[config.mk]
export PLATFORM = sky130hd
export DESIGN_NAME = system_clock_select_two_speed
export DESIGN_NICKNAME = d
export VERILOG_FILES = /design/src/clk_sel_pkg.sv /design/src/sys_clk_divider.sv /design/src/system_clock_select_two_speed.sv
export SDC_FILE = /design/constraint.sdc
export NUM_CORES = 1
export LEC_CHECK = 0
export ABC_CLOCK_PERIOD_IN_PS = 3810
export BUFFER_PORTS_ARGS = -buffer_cell sky130_fd_sc_hd__buf_2
export CAP_MARGIN = 10
export CORE_ASPECT_RATIO = 1.75
export CORE_UTILIZATION = 50
export CTS_BUF_LIST = sky130_fd_sc_hd__clkbuf_4 sky130_fd_sc_hd__clkbuf_8
export DETAILED_ROUTE_END_ITERATION = 8
export PLACE_DENSITY = 0.72
export REMOVE_ABC_BUFFERS = 1
export SYNTH_ARGS = -nofsm -noshare
export SYNTH_HDL_FRONTEND = slang
export SYNTH_SLANG_ARGS = --single-unit
[constraint.sdc]
create_clock -name clk_sys_i -period 3.81 [get_ports clk_sys_i]
set_clock_uncertainty 0.2 [all_clocks]
set_input_delay 0.5715 -clock clk_sys_i [delete_from_list [all_inputs] [get_ports clk_sys_i]]
set_output_delay 0.5715 -clock clk_sys_i [all_outputs]
set_load 0.02 [all_outputs]
[src/clk_sel_pkg.sv]
// Constants and types for the system clock select and two-speed start-up block
package clk_sel_pkg;

	// Oscillator configuration codes
	localparam logic [2:0] OSC_LOW_POWER_XTAL = 3'h0;
	localparam logic [2:0] OSC_STD_XTAL = 3'h1;
	localparam logic [2:0] OSC_HIGH_SPEED_XTAL = 3'h2;
	localparam logic [2:0] OSC_EXT_HIGH_POWER = 3'h3;
	localparam logic [2:0] OSC_INTERNAL = 3'h4;

	// Source select field values and reset values
	localparam logic [1:0] SCS_CONFIGURED = 2'h0;
	localparam logic [1:0] SCS_SECONDARY = 2'h1;
	localparam logic [1:0] SCS_RESET = 2'h0;
	localparam logic [3:0] IFS_RESET = 4'h7;

	// Input frequency codes of the multiplied path
	localparam logic [1:0] FREQ_8MHZ = 2'h0;
	localparam logic [1:0] FREQ_12MHZ = 2'h1;
	localparam logic [1:0] FREQ_16MHZ = 2'h2;

	// Low-speed bus divide terminal counts (48 MHz / 8, 24 MHz / 4)
	localparam logic [2:0] LS_TC_SEL1 = 3'h7;
	localparam logic [2:0] LS_TC_SEL0 = 3'h3;

	// System divider codes and terminal counts (divide by 1, 2, 3, 6)
	localparam logic [1:0] CPU_CLK_DIVIDER_CFG_1 = 2'h0;
	localparam logic [1:0] CPU_CLK_DIVIDER_CFG_2 = 2'h1;
	localparam logic [1:0] CPU_CLK_DIVIDER_CFG_3 = 2'h2;
	localparam logic [2:0] DIV_TC_1 = 3'h0;
	localparam logic [2:0] DIV_TC_2 = 3'h1;
	localparam logic [2:0] DIV_TC_3 = 3'h2;
	localparam logic [2:0] DIV_TC_6 = 3'h5;

	// Edge counts of the settling delays
	localparam int CNT_W = 11;
	localparam int PLL_CNT_W = 15;
	localparam logic [10:0] OST_COUNT = 11'h400;
	localparam logic [10:0] EC_WAKE_EDGES = 11'h002;
	localparam logic [10:0] EC_SWITCH_EDGES = 11'h001;

	// Times and the cycle counts derived from the 10 MHz clock
	localparam int SYS_CLK_PERIOD_NS = 100;
	localparam int HFINT_SETTLE_NS = 2000;
	localparam int HFINT_SETTLE_CYC =
		(HFINT_SETTLE_NS + SYS_CLK_PERIOD_NS - 1) / SYS_CLK_PERIOD_NS;
	localparam logic [10:0] HFINT_SETTLE_LIM = 11'(HFINT_SETTLE_CYC);
	localparam int PLL_LOCK_US = 2000;
	localparam int PLL_LOCK_CYC =
		(PLL_LOCK_US * 1000 + SYS_CLK_PERIOD_NS - 1) / SYS_CLK_PERIOD_NS;

	typedef enum logic [2:0] {
		ST_START = 3'h0,
		ST_RUN = 3'h1,
		ST_WAIT = 3'h2,
		ST_SYNC = 3'h3,
		ST_HOLD = 3'h4,
		ST_SLEEP = 3'h5
	} clk_fsm_t;

	typedef enum logic [1:0] {
		SRC_INT = 2'h0,
		SRC_EXT = 2'h1,
		SRC_SEC = 2'h2,
		SRC_NONE = 2'h3
	} clk_src_t;

	typedef enum logic [1:0] {
		CS_SYS = 2'h0,
		CS_EXT = 2'h1,
		CS_SEC = 2'h2
	} cnt_src_t;

endpackage

[src/sys_clk_divider.sv]
// Divides the multiplied clock tick stream by 1, 2, 3 or 6
`timescale 1ns/1ps
`default_nettype none
module sys_clk_divider
	import clk_sel_pkg::*;
(
	input wire logic clk_sys_i,
	input wire logic rst_i,
	input wire logic tick_i,
	input wire logic [1:0] div_sel_i,
	output logic tick_o
);

	typedef struct packed {
		logic [2:0] cnt;
		logic tick;
	} div_state_t;

	div_state_t s_r;
	div_state_t s_nxt;
	logic [2:0] tc;

	// Terminal count of the selected division
	always_comb begin
		case (div_sel_i)
			CPU_CLK_DIVIDER_CFG_1: tc = DIV_TC_1;
			CPU_CLK_DIVIDER_CFG_2: tc = DIV_TC_2;
			CPU_CLK_DIVIDER_CFG_3: tc = DIV_TC_3;
			default: tc = DIV_TC_6;
		endcase
	end

	// Count input ticks, emit one pulse per period
	always_comb begin
		s_nxt = s_r;
		s_nxt.tick = 1'b0;
		if (tick_i) begin
			if (s_r.cnt >= tc) begin
				s_nxt.cnt = 3'h0;
				s_nxt.tick = 1'b1;
			end else begin
				s_nxt.cnt = 3'(s_r.cnt + 3'h1);
			end
		end
	end

	always_ff @(posedge clk_sys_i or posedge rst_i) begin
		if (rst_i) begin
			s_r <= '0;
		end else begin
			s_r <= s_nxt;
		end
	end

	assign tick_o = s_r.tick;

endmodule
`default_nettype wire

[src/system_clock_select_two_speed.sv]
// System clock source selection with two-speed start-up
`timescale 1ns/1ps
`default_nettype none
module system_clock_select_two_speed
	import clk_sel_pkg::*;
#(
	parameter int PLL_LOCK_CYCLES = PLL_LOCK_CYC
)
(
	input wire logic clk_sys_i,
	input wire logic rst_i,
	input wire logic [2:0] osc_config_select_i,
	input wire logic two_speed_enable_cfg_i,
	input wire logic clock_fail_monitor_en_i,
	input wire logic [1:0] cpu_clk_divider_cfg_i,
	input wire logic bus_low_speed_clk_select_i,
	input wire logic bus_full_speed_i,
	input wire logic [1:0] osc_in_freq_i,
	input wire logic pll_mult3_i,
	input wire logic pll_en_i,
	input wire logic tuning_active_i,
	input wire logic scs_wr_i,
	input wire logic [1:0] scs_wdata_i,
	input wire logic ifs_wr_i,
	input wire logic [3:0] ifs_wdata_i,
	input wire logic sleep_i,
	input wire logic powerup_done_i,
	input wire logic secondary_osc_enable_i,
	input wire logic ext_osc_i,
	input wire logic int_osc_i,
	input wire logic sec_osc_i,
	input wire logic pll_clk_i,
	output logic sys_clk_o,
	output logic start_timer_done_flag_o,
	output logic secondary_osc_ready_flag_o,
	output logic [1:0] sys_clk_source_select_o,
	output logic [3:0] internal_freq_select_o,
	output logic [1:0] active_src_o,
	output logic clk_switching_o,
	output logic pll_ready_o,
	output logic bus_tick_o,
	output logic sys_tick_o,
	output logic bus_cfg_valid_o
);

	typedef struct packed {
		clk_fsm_t fsm;
		clk_src_t cur;
		clk_src_t tgt;
		cnt_src_t csrc;
		logic [CNT_W-1:0] cnt;
		logic [CNT_W-1:0] lim;
		logic prev_ext;
		logic prev_int;
		logic prev_sec;
		logic prev_pll;
		logic sys_clk;
		logic flag;
		logic [1:0] sys_clk_source_select;
		logic [3:0] ifs;
		logic [CNT_W-1:0] sec_cnt;
		logic sec_ready;
		logic [PLL_CNT_W-1:0] pll_cnt;
		logic pll_ready;
		logic [2:0] bus_div;
		logic bus_tick;
		logic cfg_valid;
		logic switching;
	} clk_state_t;

	localparam clk_state_t S_RST = '{fsm: ST_START, cur: SRC_NONE,
		tgt: SRC_NONE, csrc: CS_SYS, sys_clk_source_select: SCS_RESET, ifs: IFS_RESET,
		default: '0};
	localparam logic [PLL_CNT_W-1:0] PLL_LIM = PLL_CNT_W'(PLL_LOCK_CYCLES);
	clk_state_t s_r;
	clk_state_t s_nxt;
	logic ext_rise;
	logic sec_rise;
	logic pll_tick;
	logic xtal;
	logic two_speed_on;
	logic cnt_tick;
	logic [1:0] scs_now;
	clk_src_t want;

	function automatic logic rose(input logic prev, input logic now);
		rose = !prev && now;
	endfunction
	function automatic logic is_crystal(input logic [2:0] cfg);
		is_crystal = (cfg == OSC_LOW_POWER_XTAL) || (cfg == OSC_STD_XTAL) ||
			(cfg == OSC_HIGH_SPEED_XTAL);
	endfunction
	// Level of a source; an absent source reads low
	function automatic logic src_level(input clk_src_t src, input logic e,
		input logic i, input logic c);
		case (src)
			SRC_EXT: src_level = e;
			SRC_INT: src_level = i;
			SRC_SEC: src_level = c;
			default: src_level = 1'b0;
		endcase
	endfunction

	// Falling edge of a source between the last and current samples
	function automatic logic src_fell(input clk_src_t src,
		input clk_state_t st);
		src_fell = src_level(src, st.prev_ext, st.prev_int, st.prev_sec) &&
			!src_level(src, ext_osc_i, int_osc_i, sec_osc_i);
	endfunction

	// Settling length for a target source
	function automatic logic [CNT_W-1:0] dly_lim(input clk_src_t src,
		input logic [2:0] cfg, input logic from_rst);
		if (src == SRC_INT) begin
			dly_lim = HFINT_SETTLE_LIM;
		end else if (src == SRC_EXT && !is_crystal(cfg)) begin
			dly_lim = from_rst ? EC_WAKE_EDGES : EC_SWITCH_EDGES;
		end else begin
			dly_lim = OST_COUNT;
		end
	endfunction

	// What the settling counter counts for a target source
	function automatic cnt_src_t dly_src(input clk_src_t src);
		case (src)
			SRC_EXT: dly_src = CS_EXT;
			SRC_SEC: dly_src = CS_SEC;
			default: dly_src = CS_SYS;
		endcase
	endfunction

	assign ext_rise = rose(s_r.prev_ext, ext_osc_i);
	assign sec_rise = rose(s_r.prev_sec, sec_osc_i);
	assign pll_tick = rose(s_r.prev_pll, pll_clk_i) && s_r.pll_ready;
	assign xtal = is_crystal(osc_config_select_i);
	// Fail monitor forces two-speed on without the enable bit
	assign two_speed_on = xtal && (s_r.sys_clk_source_select == SCS_CONFIGURED) &&
		(two_speed_enable_cfg_i || clock_fail_monitor_en_i);
	assign cnt_tick = (s_r.csrc == CS_SYS) ||
		(s_r.csrc == CS_EXT && ext_rise) || (s_r.csrc == CS_SEC && sec_rise);

	// Source demanded by the select field; a write acts in its own cycle
	assign scs_now = scs_wr_i ? scs_wdata_i : s_r.sys_clk_source_select;
	assign want = scs_now[1] ? SRC_INT :
		(scs_now == SCS_SECONDARY) ? SRC_SEC :
		(osc_config_select_i == OSC_INTERNAL) ? SRC_INT : SRC_EXT;

	// Next state of the whole block
	always_comb begin
		s_nxt = s_r;
		s_nxt.prev_ext = ext_osc_i;
		s_nxt.prev_int = int_osc_i;
		s_nxt.prev_sec = sec_osc_i;
		s_nxt.prev_pll = pll_clk_i;
		s_nxt.bus_tick = 1'b0;

		// Software fields; automatic switches never touch them
		if (scs_wr_i) begin
			s_nxt.sys_clk_source_select = scs_wdata_i;
		end
		if (ifs_wr_i) begin
			s_nxt.ifs = ifs_wdata_i;
		end

		// Secondary oscillator is usable after its own start-up count
		if (!secondary_osc_enable_i) begin
			s_nxt.sec_cnt = '0;
			s_nxt.sec_ready = 1'b0;
		end else if (sec_rise && !s_r.sec_ready) begin
			if (11'(s_r.sec_cnt + 11'h1) >= OST_COUNT) begin
				s_nxt.sec_ready = 1'b1;
			end
			s_nxt.sec_cnt = 11'(s_r.sec_cnt + 11'h1);
		end

		// Multiplier lock wait after enabling
		if (!pll_en_i) begin
			s_nxt.pll_cnt = '0;
			s_nxt.pll_ready = 1'b0;
		end else if (!s_r.pll_ready) begin
			if (15'(s_r.pll_cnt + 15'h1) >= PLL_LIM) begin
				s_nxt.pll_ready = 1'b1;
			end
			s_nxt.pll_cnt = 15'(s_r.pll_cnt + 15'h1);
		end

		// Bus clock: 48 MHz straight, or 6 MHz by 8 or by 4
		if (pll_tick) begin
			if (bus_full_speed_i) begin
				s_nxt.bus_tick = 1'b1;
				s_nxt.bus_div = 3'h0;
			end else if (s_r.bus_div >= (bus_low_speed_clk_select_i ?
				LS_TC_SEL1 : LS_TC_SEL0)) begin
				s_nxt.bus_tick = 1'b1;
				s_nxt.bus_div = 3'h0;
			end else begin
				s_nxt.bus_div = 3'(s_r.bus_div + 3'h1);
			end
		end

		// Valid bus clock combinations only
		s_nxt.cfg_valid = s_r.pll_ready &&
			(osc_config_select_i == OSC_INTERNAL ||
			osc_config_select_i == OSC_EXT_HIGH_POWER ||
			osc_config_select_i == OSC_HIGH_SPEED_XTAL) &&
			(bus_full_speed_i ?
			(!bus_low_speed_clk_select_i &&
			((osc_in_freq_i == FREQ_16MHZ && pll_mult3_i) ||
			(osc_in_freq_i == FREQ_12MHZ && !pll_mult3_i &&
			osc_config_select_i != OSC_INTERNAL)) &&
			(osc_config_select_i != OSC_INTERNAL || tuning_active_i)) :
			((osc_in_freq_i == FREQ_16MHZ && pll_mult3_i &&
			bus_low_speed_clk_select_i) ||
			(osc_in_freq_i == FREQ_12MHZ && !pll_mult3_i &&
			bus_low_speed_clk_select_i &&
			osc_config_select_i != OSC_INTERNAL) ||
			(osc_in_freq_i == FREQ_8MHZ && pll_mult3_i &&
			!bus_low_speed_clk_select_i)));

		// Switching sequencer
		case (s_r.fsm)
			ST_START: begin
				if (powerup_done_i) begin
					s_nxt.cnt = '0;
					s_nxt.fsm = ST_WAIT;
					s_nxt.tgt = want;
					if (two_speed_on) begin
						s_nxt.cur = SRC_INT;
						s_nxt.lim = OST_COUNT;
						s_nxt.csrc = CS_EXT;
					end else begin
						s_nxt.cur = SRC_NONE;
						s_nxt.lim = dly_lim(want, osc_config_select_i,
							1'b1);
						s_nxt.csrc = dly_src(want);
					end
				end
			end
			ST_RUN: begin
				if (want != s_r.cur) begin
					s_nxt.fsm = ST_WAIT;
					s_nxt.tgt = want;
					s_nxt.cnt = '0;
					s_nxt.lim = dly_lim(want, osc_config_select_i,
						1'b0);
					s_nxt.csrc = dly_src(want);
				end
			end
			ST_WAIT: begin
				if (want != s_r.tgt) begin
					// Software changed its mind mid-settle
					if (want == s_r.cur) begin
						s_nxt.fsm = ST_RUN;
					end else begin
						s_nxt.tgt = want;
						s_nxt.cnt = '0;
						s_nxt.lim = dly_lim(want, osc_config_select_i, 1'b0);
						s_nxt.csrc = dly_src(want);
					end
				end else if (cnt_tick) begin
					if (11'(s_r.cnt + 11'h1) >= s_r.lim) begin
						s_nxt.cnt = '0;
						s_nxt.fsm = ST_SYNC;
					end else begin
						s_nxt.cnt = 11'(s_r.cnt + 11'h1);
					end
				end
			end
			ST_SYNC: begin
				// Leave the old clock only right after its falling edge
				if (s_r.cur == SRC_NONE || src_fell(s_r.cur, s_r)) begin
					s_nxt.fsm = ST_HOLD;
					s_nxt.flag = (s_r.tgt == SRC_EXT);
				end
			end
			ST_HOLD: begin
				// Clock held low until the new source falls
				if (src_fell(s_r.tgt, s_r)) begin
					s_nxt.cur = s_r.tgt;
					s_nxt.fsm = ST_RUN;
				end
			end
			ST_SLEEP: begin
				if (!sleep_i) begin
					s_nxt.fsm = ST_START;
				end
			end
			default: begin
				s_nxt.fsm = ST_START;
			end
		endcase

		// Sleep aborts the settling count and drops the clock
		if (sleep_i) begin
			s_nxt.fsm = ST_SLEEP;
			s_nxt.cur = SRC_NONE;
			s_nxt.cnt = '0;
			s_nxt.flag = 1'b0;
		end

		s_nxt.switching = (s_nxt.fsm != ST_RUN);
		// Output clock follows the current source in run, wait and sync states, else stays low
		if (s_nxt.fsm == ST_RUN || s_nxt.fsm == ST_WAIT ||
			s_nxt.fsm == ST_SYNC) begin
			s_nxt.sys_clk = src_level(s_nxt.cur, ext_osc_i, int_osc_i,
				sec_osc_i);
		end else begin
			s_nxt.sys_clk = 1'b0;
		end
	end

	// Every reset clears the select field and loads 500 kHz
	always_ff @(posedge clk_sys_i or posedge rst_i) begin
		if (rst_i) begin
			s_r <= S_RST;
		end else begin
			s_r <= s_nxt;
		end
	end

	// System clock rate is the multiplied clock divided
	sys_clk_divider sys_clk_divider_i (
		.clk_sys_i(clk_sys_i),
		.rst_i(rst_i),
		.tick_i(pll_tick),
		.div_sel_i(cpu_clk_divider_cfg_i),
		.tick_o(sys_tick_o)
	);

	assign sys_clk_o = s_r.sys_clk;
	assign start_timer_done_flag_o = s_r.flag;
	assign secondary_osc_ready_flag_o = s_r.sec_ready;
	assign sys_clk_source_select_o = s_r.sys_clk_source_select;
	assign internal_freq_select_o = s_r.ifs;
	assign active_src_o = s_r.cur;
	assign clk_switching_o = s_r.switching;
	assign pll_ready_o = s_r.pll_ready;
	assign bus_tick_o = s_r.bus_tick;
	assign bus_cfg_valid_o = s_r.cfg_valid;

endmodule
`default_nettype wire
Yosys cells after proc, flatten, opt, wreduce, memory -nomap -nowiden
Cells that the tools add are included.
- flip-flop bits (word level): 81
- output and inout port bits: 16
- add/sub/neg operators: 5
- $lt $le $gt $ge: 5
- eq/ne operators: 43
- multiplexer cells: 61
- reduce and logical (&&, ||, !) cells: 65
- operators by type and width (cell ; count):
    $mux W11 ; 10
    $pmux W26 S3 ; 1
    $mux W26 ; 2
    $mux W16 ; 2
    $mux W31 ; 1
    $mux W3 ; 9
    $logic_and A1 B1 Y1 ; 24
    $mux W12 ; 2
    $add A11 B1 Y11 const B ; 2
    $eq A3 B2 Y1 const B ; 6
    $eq A2 B1 Y1 const B ; 8
    $eq A2 B2 Y1 const B ; 8
    $logic_not A2 Y1 ; 8
    $mux W1 ; 16
    $add A15 B1 Y15 const B ; 1
    $ge A15 B15 Y1 const B ; 1
    $pmux W1 S3 ; 5
    $pmux W3 S5 ; 1
    $logic_or A1 B1 Y1 ; 14
    $ge A11 B11 Y1 ; 1
    $ge A11 B11 Y1 const B ; 1
    $mux W2 ; 5
    $mux W5 ; 2
    $ne A2 B2 Y1 const B ; 5
    other kinds (20) ; 44

Longest topological paths before layout
- depth in word-level cells: 16
- depth in mapped cells: 13
- depth with buffers taken out: 13

By module
A second synthesis with hierarchy kept.
- cells, all modules: 451
- area, all modules: 4461.8 µm²
- by module, submodules not included (module ; times used ; cells an instance ; area an instance (µm²) ; sequential area each (µm²)):
    system_clock_select_two_speed ; 1 ; 425 ; 4214.0 ; 1760.4
    sys_clk_divider ; 1 ; 26 ; 247.7 ; 100.1

Least setup slack after synthesis
Ideal clock, no wire load.
- path type: register to register
- from: register s_r[57] (netlist name)
- to: register s_r[66] (netlist name)
- arrival time: 3257 ps
- required time: 3536 ps
- setup slack: 279 ps
- cell stages (with the launch flop): 14
- path buffers: 0
- clock period less this slack: 3531 ps
- path through: dfrtp_1 > ha_1 > and4_4 > and2_4 > nand3_1 > xnor2_1 > ha_1 > inv_1 > a31oi_1 > o311a_1 > or4_4 > or4_4 > or3_4 > o21ai_2
- word-level cells in the longest chain between the ends: 7
- ends and longest elaborated chain (item ; line ; RTL):
    start, declared ; system_clock_select_two_speed.sv:75 ; clk_state_t s_r;
    start signal, assigned ; system_clock_select_two_speed.sv:317 ; s_r <= s_nxt;
    $add A11 B1 Y11 (*) ; system_clock_select_two_speed.sv:261, system_clock_select_two_speed.sv:265 ;
    $ge A11 B11 Y1 ; system_clock_select_two_speed.sv:261 ; if (11'(s_r.cnt + 11'h1) >= s_r.lim) begin
    $mux W11 (*) ; system_clock_select_two_speed.sv:261 ;
    $mux W11 (*) ; system_clock_select_two_speed.sv:260 ; end else if (cnt_tick) begin
    $mux W11 (*) ; system_clock_select_two_speed.sv:250 ; if (want != s_r.tgt) begin
    $pmux W26 S3 (*) ; system_clock_select_two_speed.sv:221 ; case (s_r.fsm)
    $mux W11 (*) ; system_clock_select_two_speed.sv:294 ; if (sleep_i) begin
Mark *: on every way between the ends. The rest lies on a longest branch, timed or not. The select of a mux whose other input is x is not followed.
A chain may end at the register's enable or synchronous reset.

Worst setup path after layout
- from: register s_r[57] (netlist name)
- to: register s_r[64] (netlist name)
The elaborated chain is that of the path after synthesis.

==> flow_summary.yaml <==
outcome:
  outcome: "completed"
synthesis:
  synth_edf_count: 0
  avgSynthCellArea_um2: 9.51
  synth_flop_cell: "dfrtp_1"
  ys_top_cells_by_count: "dfrtp_1 (67), nand2_1 (40), nor2_1 (29)"
  ys_seq_area_share_pct: 41.7
  ys_ff_latch: 74
  synthDistinctLibCells: 61
  yosys_warnings: 0
  async_flop_share_pct: 100
  synth.area.top_cells: "dfrtp_1 (38%), xnor2_1 (5.5%), dfstp_2 (4.1%)"
  synth_cells: 469
  synth.top_cell.area_share_pct: 37.6
  synth_most_common_cell: "dfrtp_1"
  post_synth_instance_area_um2: 4460
  yosysTopAreaCell: "dfrtp_1"
global_routing:
  globalRoute.totalOverflow: 0
  grt_pass1_wl_um: 16300
  grt_usage_pct: 22.5
  grt_pass1_vias: 3658
  grt_antenna_before_repair: 0
  grt_max_degree: 33
finish:
  multi_input_area_um2: 2410
  nets: 554
  drive_gt1_share_pct: 21.2
  nFillCells: 826
  finalNonFillerCells: 630
  stdcell_area_um2: 4980
  area_growth_syn_to_layout_pct: 11.7
  register_area_um2: 1860
  post-route-util_pct: 57.4
  antenna_cells: 0
cts:
  clockBufferDepth: 2
  cts_num_sinks: 74
  clock_latency_ns: 0.35
  cts_max_level: 3
  cts_root_buffer: "clkbuf_8"
  numCtsBuffers: 9
  clk_pin_slew_ns: 0.07
  cts_tree: "done"
worst_setup_path:
  cp_slowest_stage_delay_ns: 0.56
  r2r_end: "s_r[64]$_DFFE_PP0P_"
  required_ns: 3.90
  startpoint_type: "flip-flop"
  r2r_slack_ns: 0.07
  critPathMaxFanout: 6
  crit_arrival_ns: 3.83
  cp-end-kind: "flip-flop"
  r2r-start: "s_r[57]$_DFFE_PP0P_"
  path_class: "flip-flop to flip-flop"
  crit_chain: "ha_1 -> and4_4 -> and2_4 -> nand3_1 -> xnor2_2 -> ha_1 -> inv_2 -> a31oi_1 -> o311a_1 -> or4_4 -> or4_4 -> a2111oi_1 -> a21o_1"
  critPathBufInv: 1
  worst-path-stages: 13
  endpoint: "s_r[64]$_DFFE_PP0P_"
  reg2reg_depth: 13
  crit_family: "simple AND/OR/NAND/NOR gates"
  critPathSlowestCell: "or4_4"
  crit_path_start: "s_r[57]$_DFFE_PP0P_"
sta:
  setup_viol: 0
  max_freq_mhz: 268
  slew_viol_final: 0
  tightestPinTransition_ns: 0.624
  worst_hold_slack_ns: 0.0985
  relSlewSlack_pct: 58.4
  hold_viol: 0
  period_needed_ns: 3.74
  finalCritPeriodShare_pct: 98.1
floorplanning:
  die_area_um2: 9310
  die_x_um: 73.4
  core_area_um2: 8670
  io_pins: 47
  dieHeight_um: 127
  start_util_pct: 51.4
  rows: 45
placement:
  placed_cells: 613
  place.detailed.hpwl_um: 7170
  dpl_cell_area_um2: 4760
  place.gp.congestion: 0.901
  portBuffers: 46
route:
  viasPerCell: 5.72
  wl_per_cell_um: 15.0
  drt_iter0_drc: 163
  drc_errors: 0
  finalWirelength_um: 9440
  num_vias: 3602
  ant_nets: 0
  dr.pass1.iters: 4
pwr:
  p_leak_nw: 2.30
  peakVddDrop_mv: 0.251
  p_total_mw: 1.83
  power.density_nw_per_um2: 367
worst_hold_path:
  min_path_type: "primary input to asynchronous set/reset pin"
run:
  drv_cap: 0
registers in the layout, summed over array words and instances (netlist names):
register and flops:
bus_cfg_valid_o 1, secondary_osc_ready_flag_o 1, sys_clk_o 1, sys_clk_source_select_o 2
start_timer_done_flag_o 1, s_r 55, internal_freq_select_o 4, bus_tick_o 1
sys_clk_divider_i.s_r 3, sys_clk_divider_i.tick_o 1, pll_ready_o 1, clk_switching_o 1
active_src_o 2
how the worst min path moves through the flow:
stage	start	endpoint	slack, ns	cells past startpoint
finish	rst_i	s_r[42]$_DFF_PP0_	0.1	2
global route	rst_i	s_r[42]$_DFF_PP0_	0.14	2
CTS	rst_i	s_r[42]$_DFF_PP0_	0.11	2
detailed placement	s_r[5]$_DFFE_PP0P_	s_r[5]$_DFFE_PP0P_	0.29	1
global placement	s_r[5]$_DFFE_PP0P_	s_r[5]$_DFFE_PP0P_	0.28	1
floorplan	s_r[5]$_DFFE_PP0P_	s_r[5]$_DFFE_PP0P_	0.25	1
layer usage:
layer  routed length [um]  GRT usage, %  vias up  share of wire, %
met2                 5180          40.4       73                55
met5                    0             0        -                 0
li1                     -             -     1739                 -
met4                  310          11.9        0               3.3
met3                  244          3.89       31               2.6
met1                 3710          24.5     1759                39
final cells by class:
type | count | area share [%]
multi-input cells | 351 | 48.4
flip-flops and latches | 74 | 37.4
repair buffers | 56 | 6.13
clock buffers | 14 | 3.74
well taps | 117 | 2.94
inverters | 17 | 1.28
clock inverters | 1 | 0.151
through the flow:
step | setup WS (ns) | setup TNS, ns
2_1_floorplan | 0.284 | 0
3_3_place_gp | 0.180 | 0
3_5_place_dp | 0.0653 | 0
4_1_cts | 0.0355 | 0
5_1_grt | -0.00852 | -0.0234
6_report | 0.0737 | 0
layout by cell type (no fill, tap or decap), types with 5 or more instances in the layout:
cell and count:
nand3b_1 5, mux2_2 12, nand3_1 20, xor2_1 11, nand2_1 40, inv_1 15, xnor2_1 27, buf_4 10
clkbuf_8 13, and3_1 6, nand4_1 13, dfrtp_1 66, nor3b_1 5, mux2i_1 7, nor2b_1 14, a21oi_1 9
nand2b_1 8, and2_1 26, ha_1 14, dfstp_2 7, nor2_1 29, a31oi_1 6, buf_2 46, a21o_1 5
nor3_1 14, o21ai_0 16, a311oi_1 5
report_power, final:
group	switching (mW)	internal [mW]	total, mW
registers	0.0473	0.838	0.885
clock network	0.274	0.312	0.585
logic	0.201	0.154	0.355
total	0.522	1.30	1.83
cell families after synthesis:
kind of cell	Yosys count	synth area share [%]
muxes	19	4.60
buffers and inverters	44	4.55
xor gates and xnor gates	39	7.66
and+or+nand+nor	199	24.6
AOI/OAI and AO/OA	79	12.7
adders and majority gates	15	4.15
DFF	74	41.7
what timing repair did:
action                                  CTS  global route
hold buffers                              0             0
buffers inserted                          0             2
resized for setup                         0             6
endpoints found under the setup margin    0             8
No activity file was read; power rests on OpenSTA's default activity.
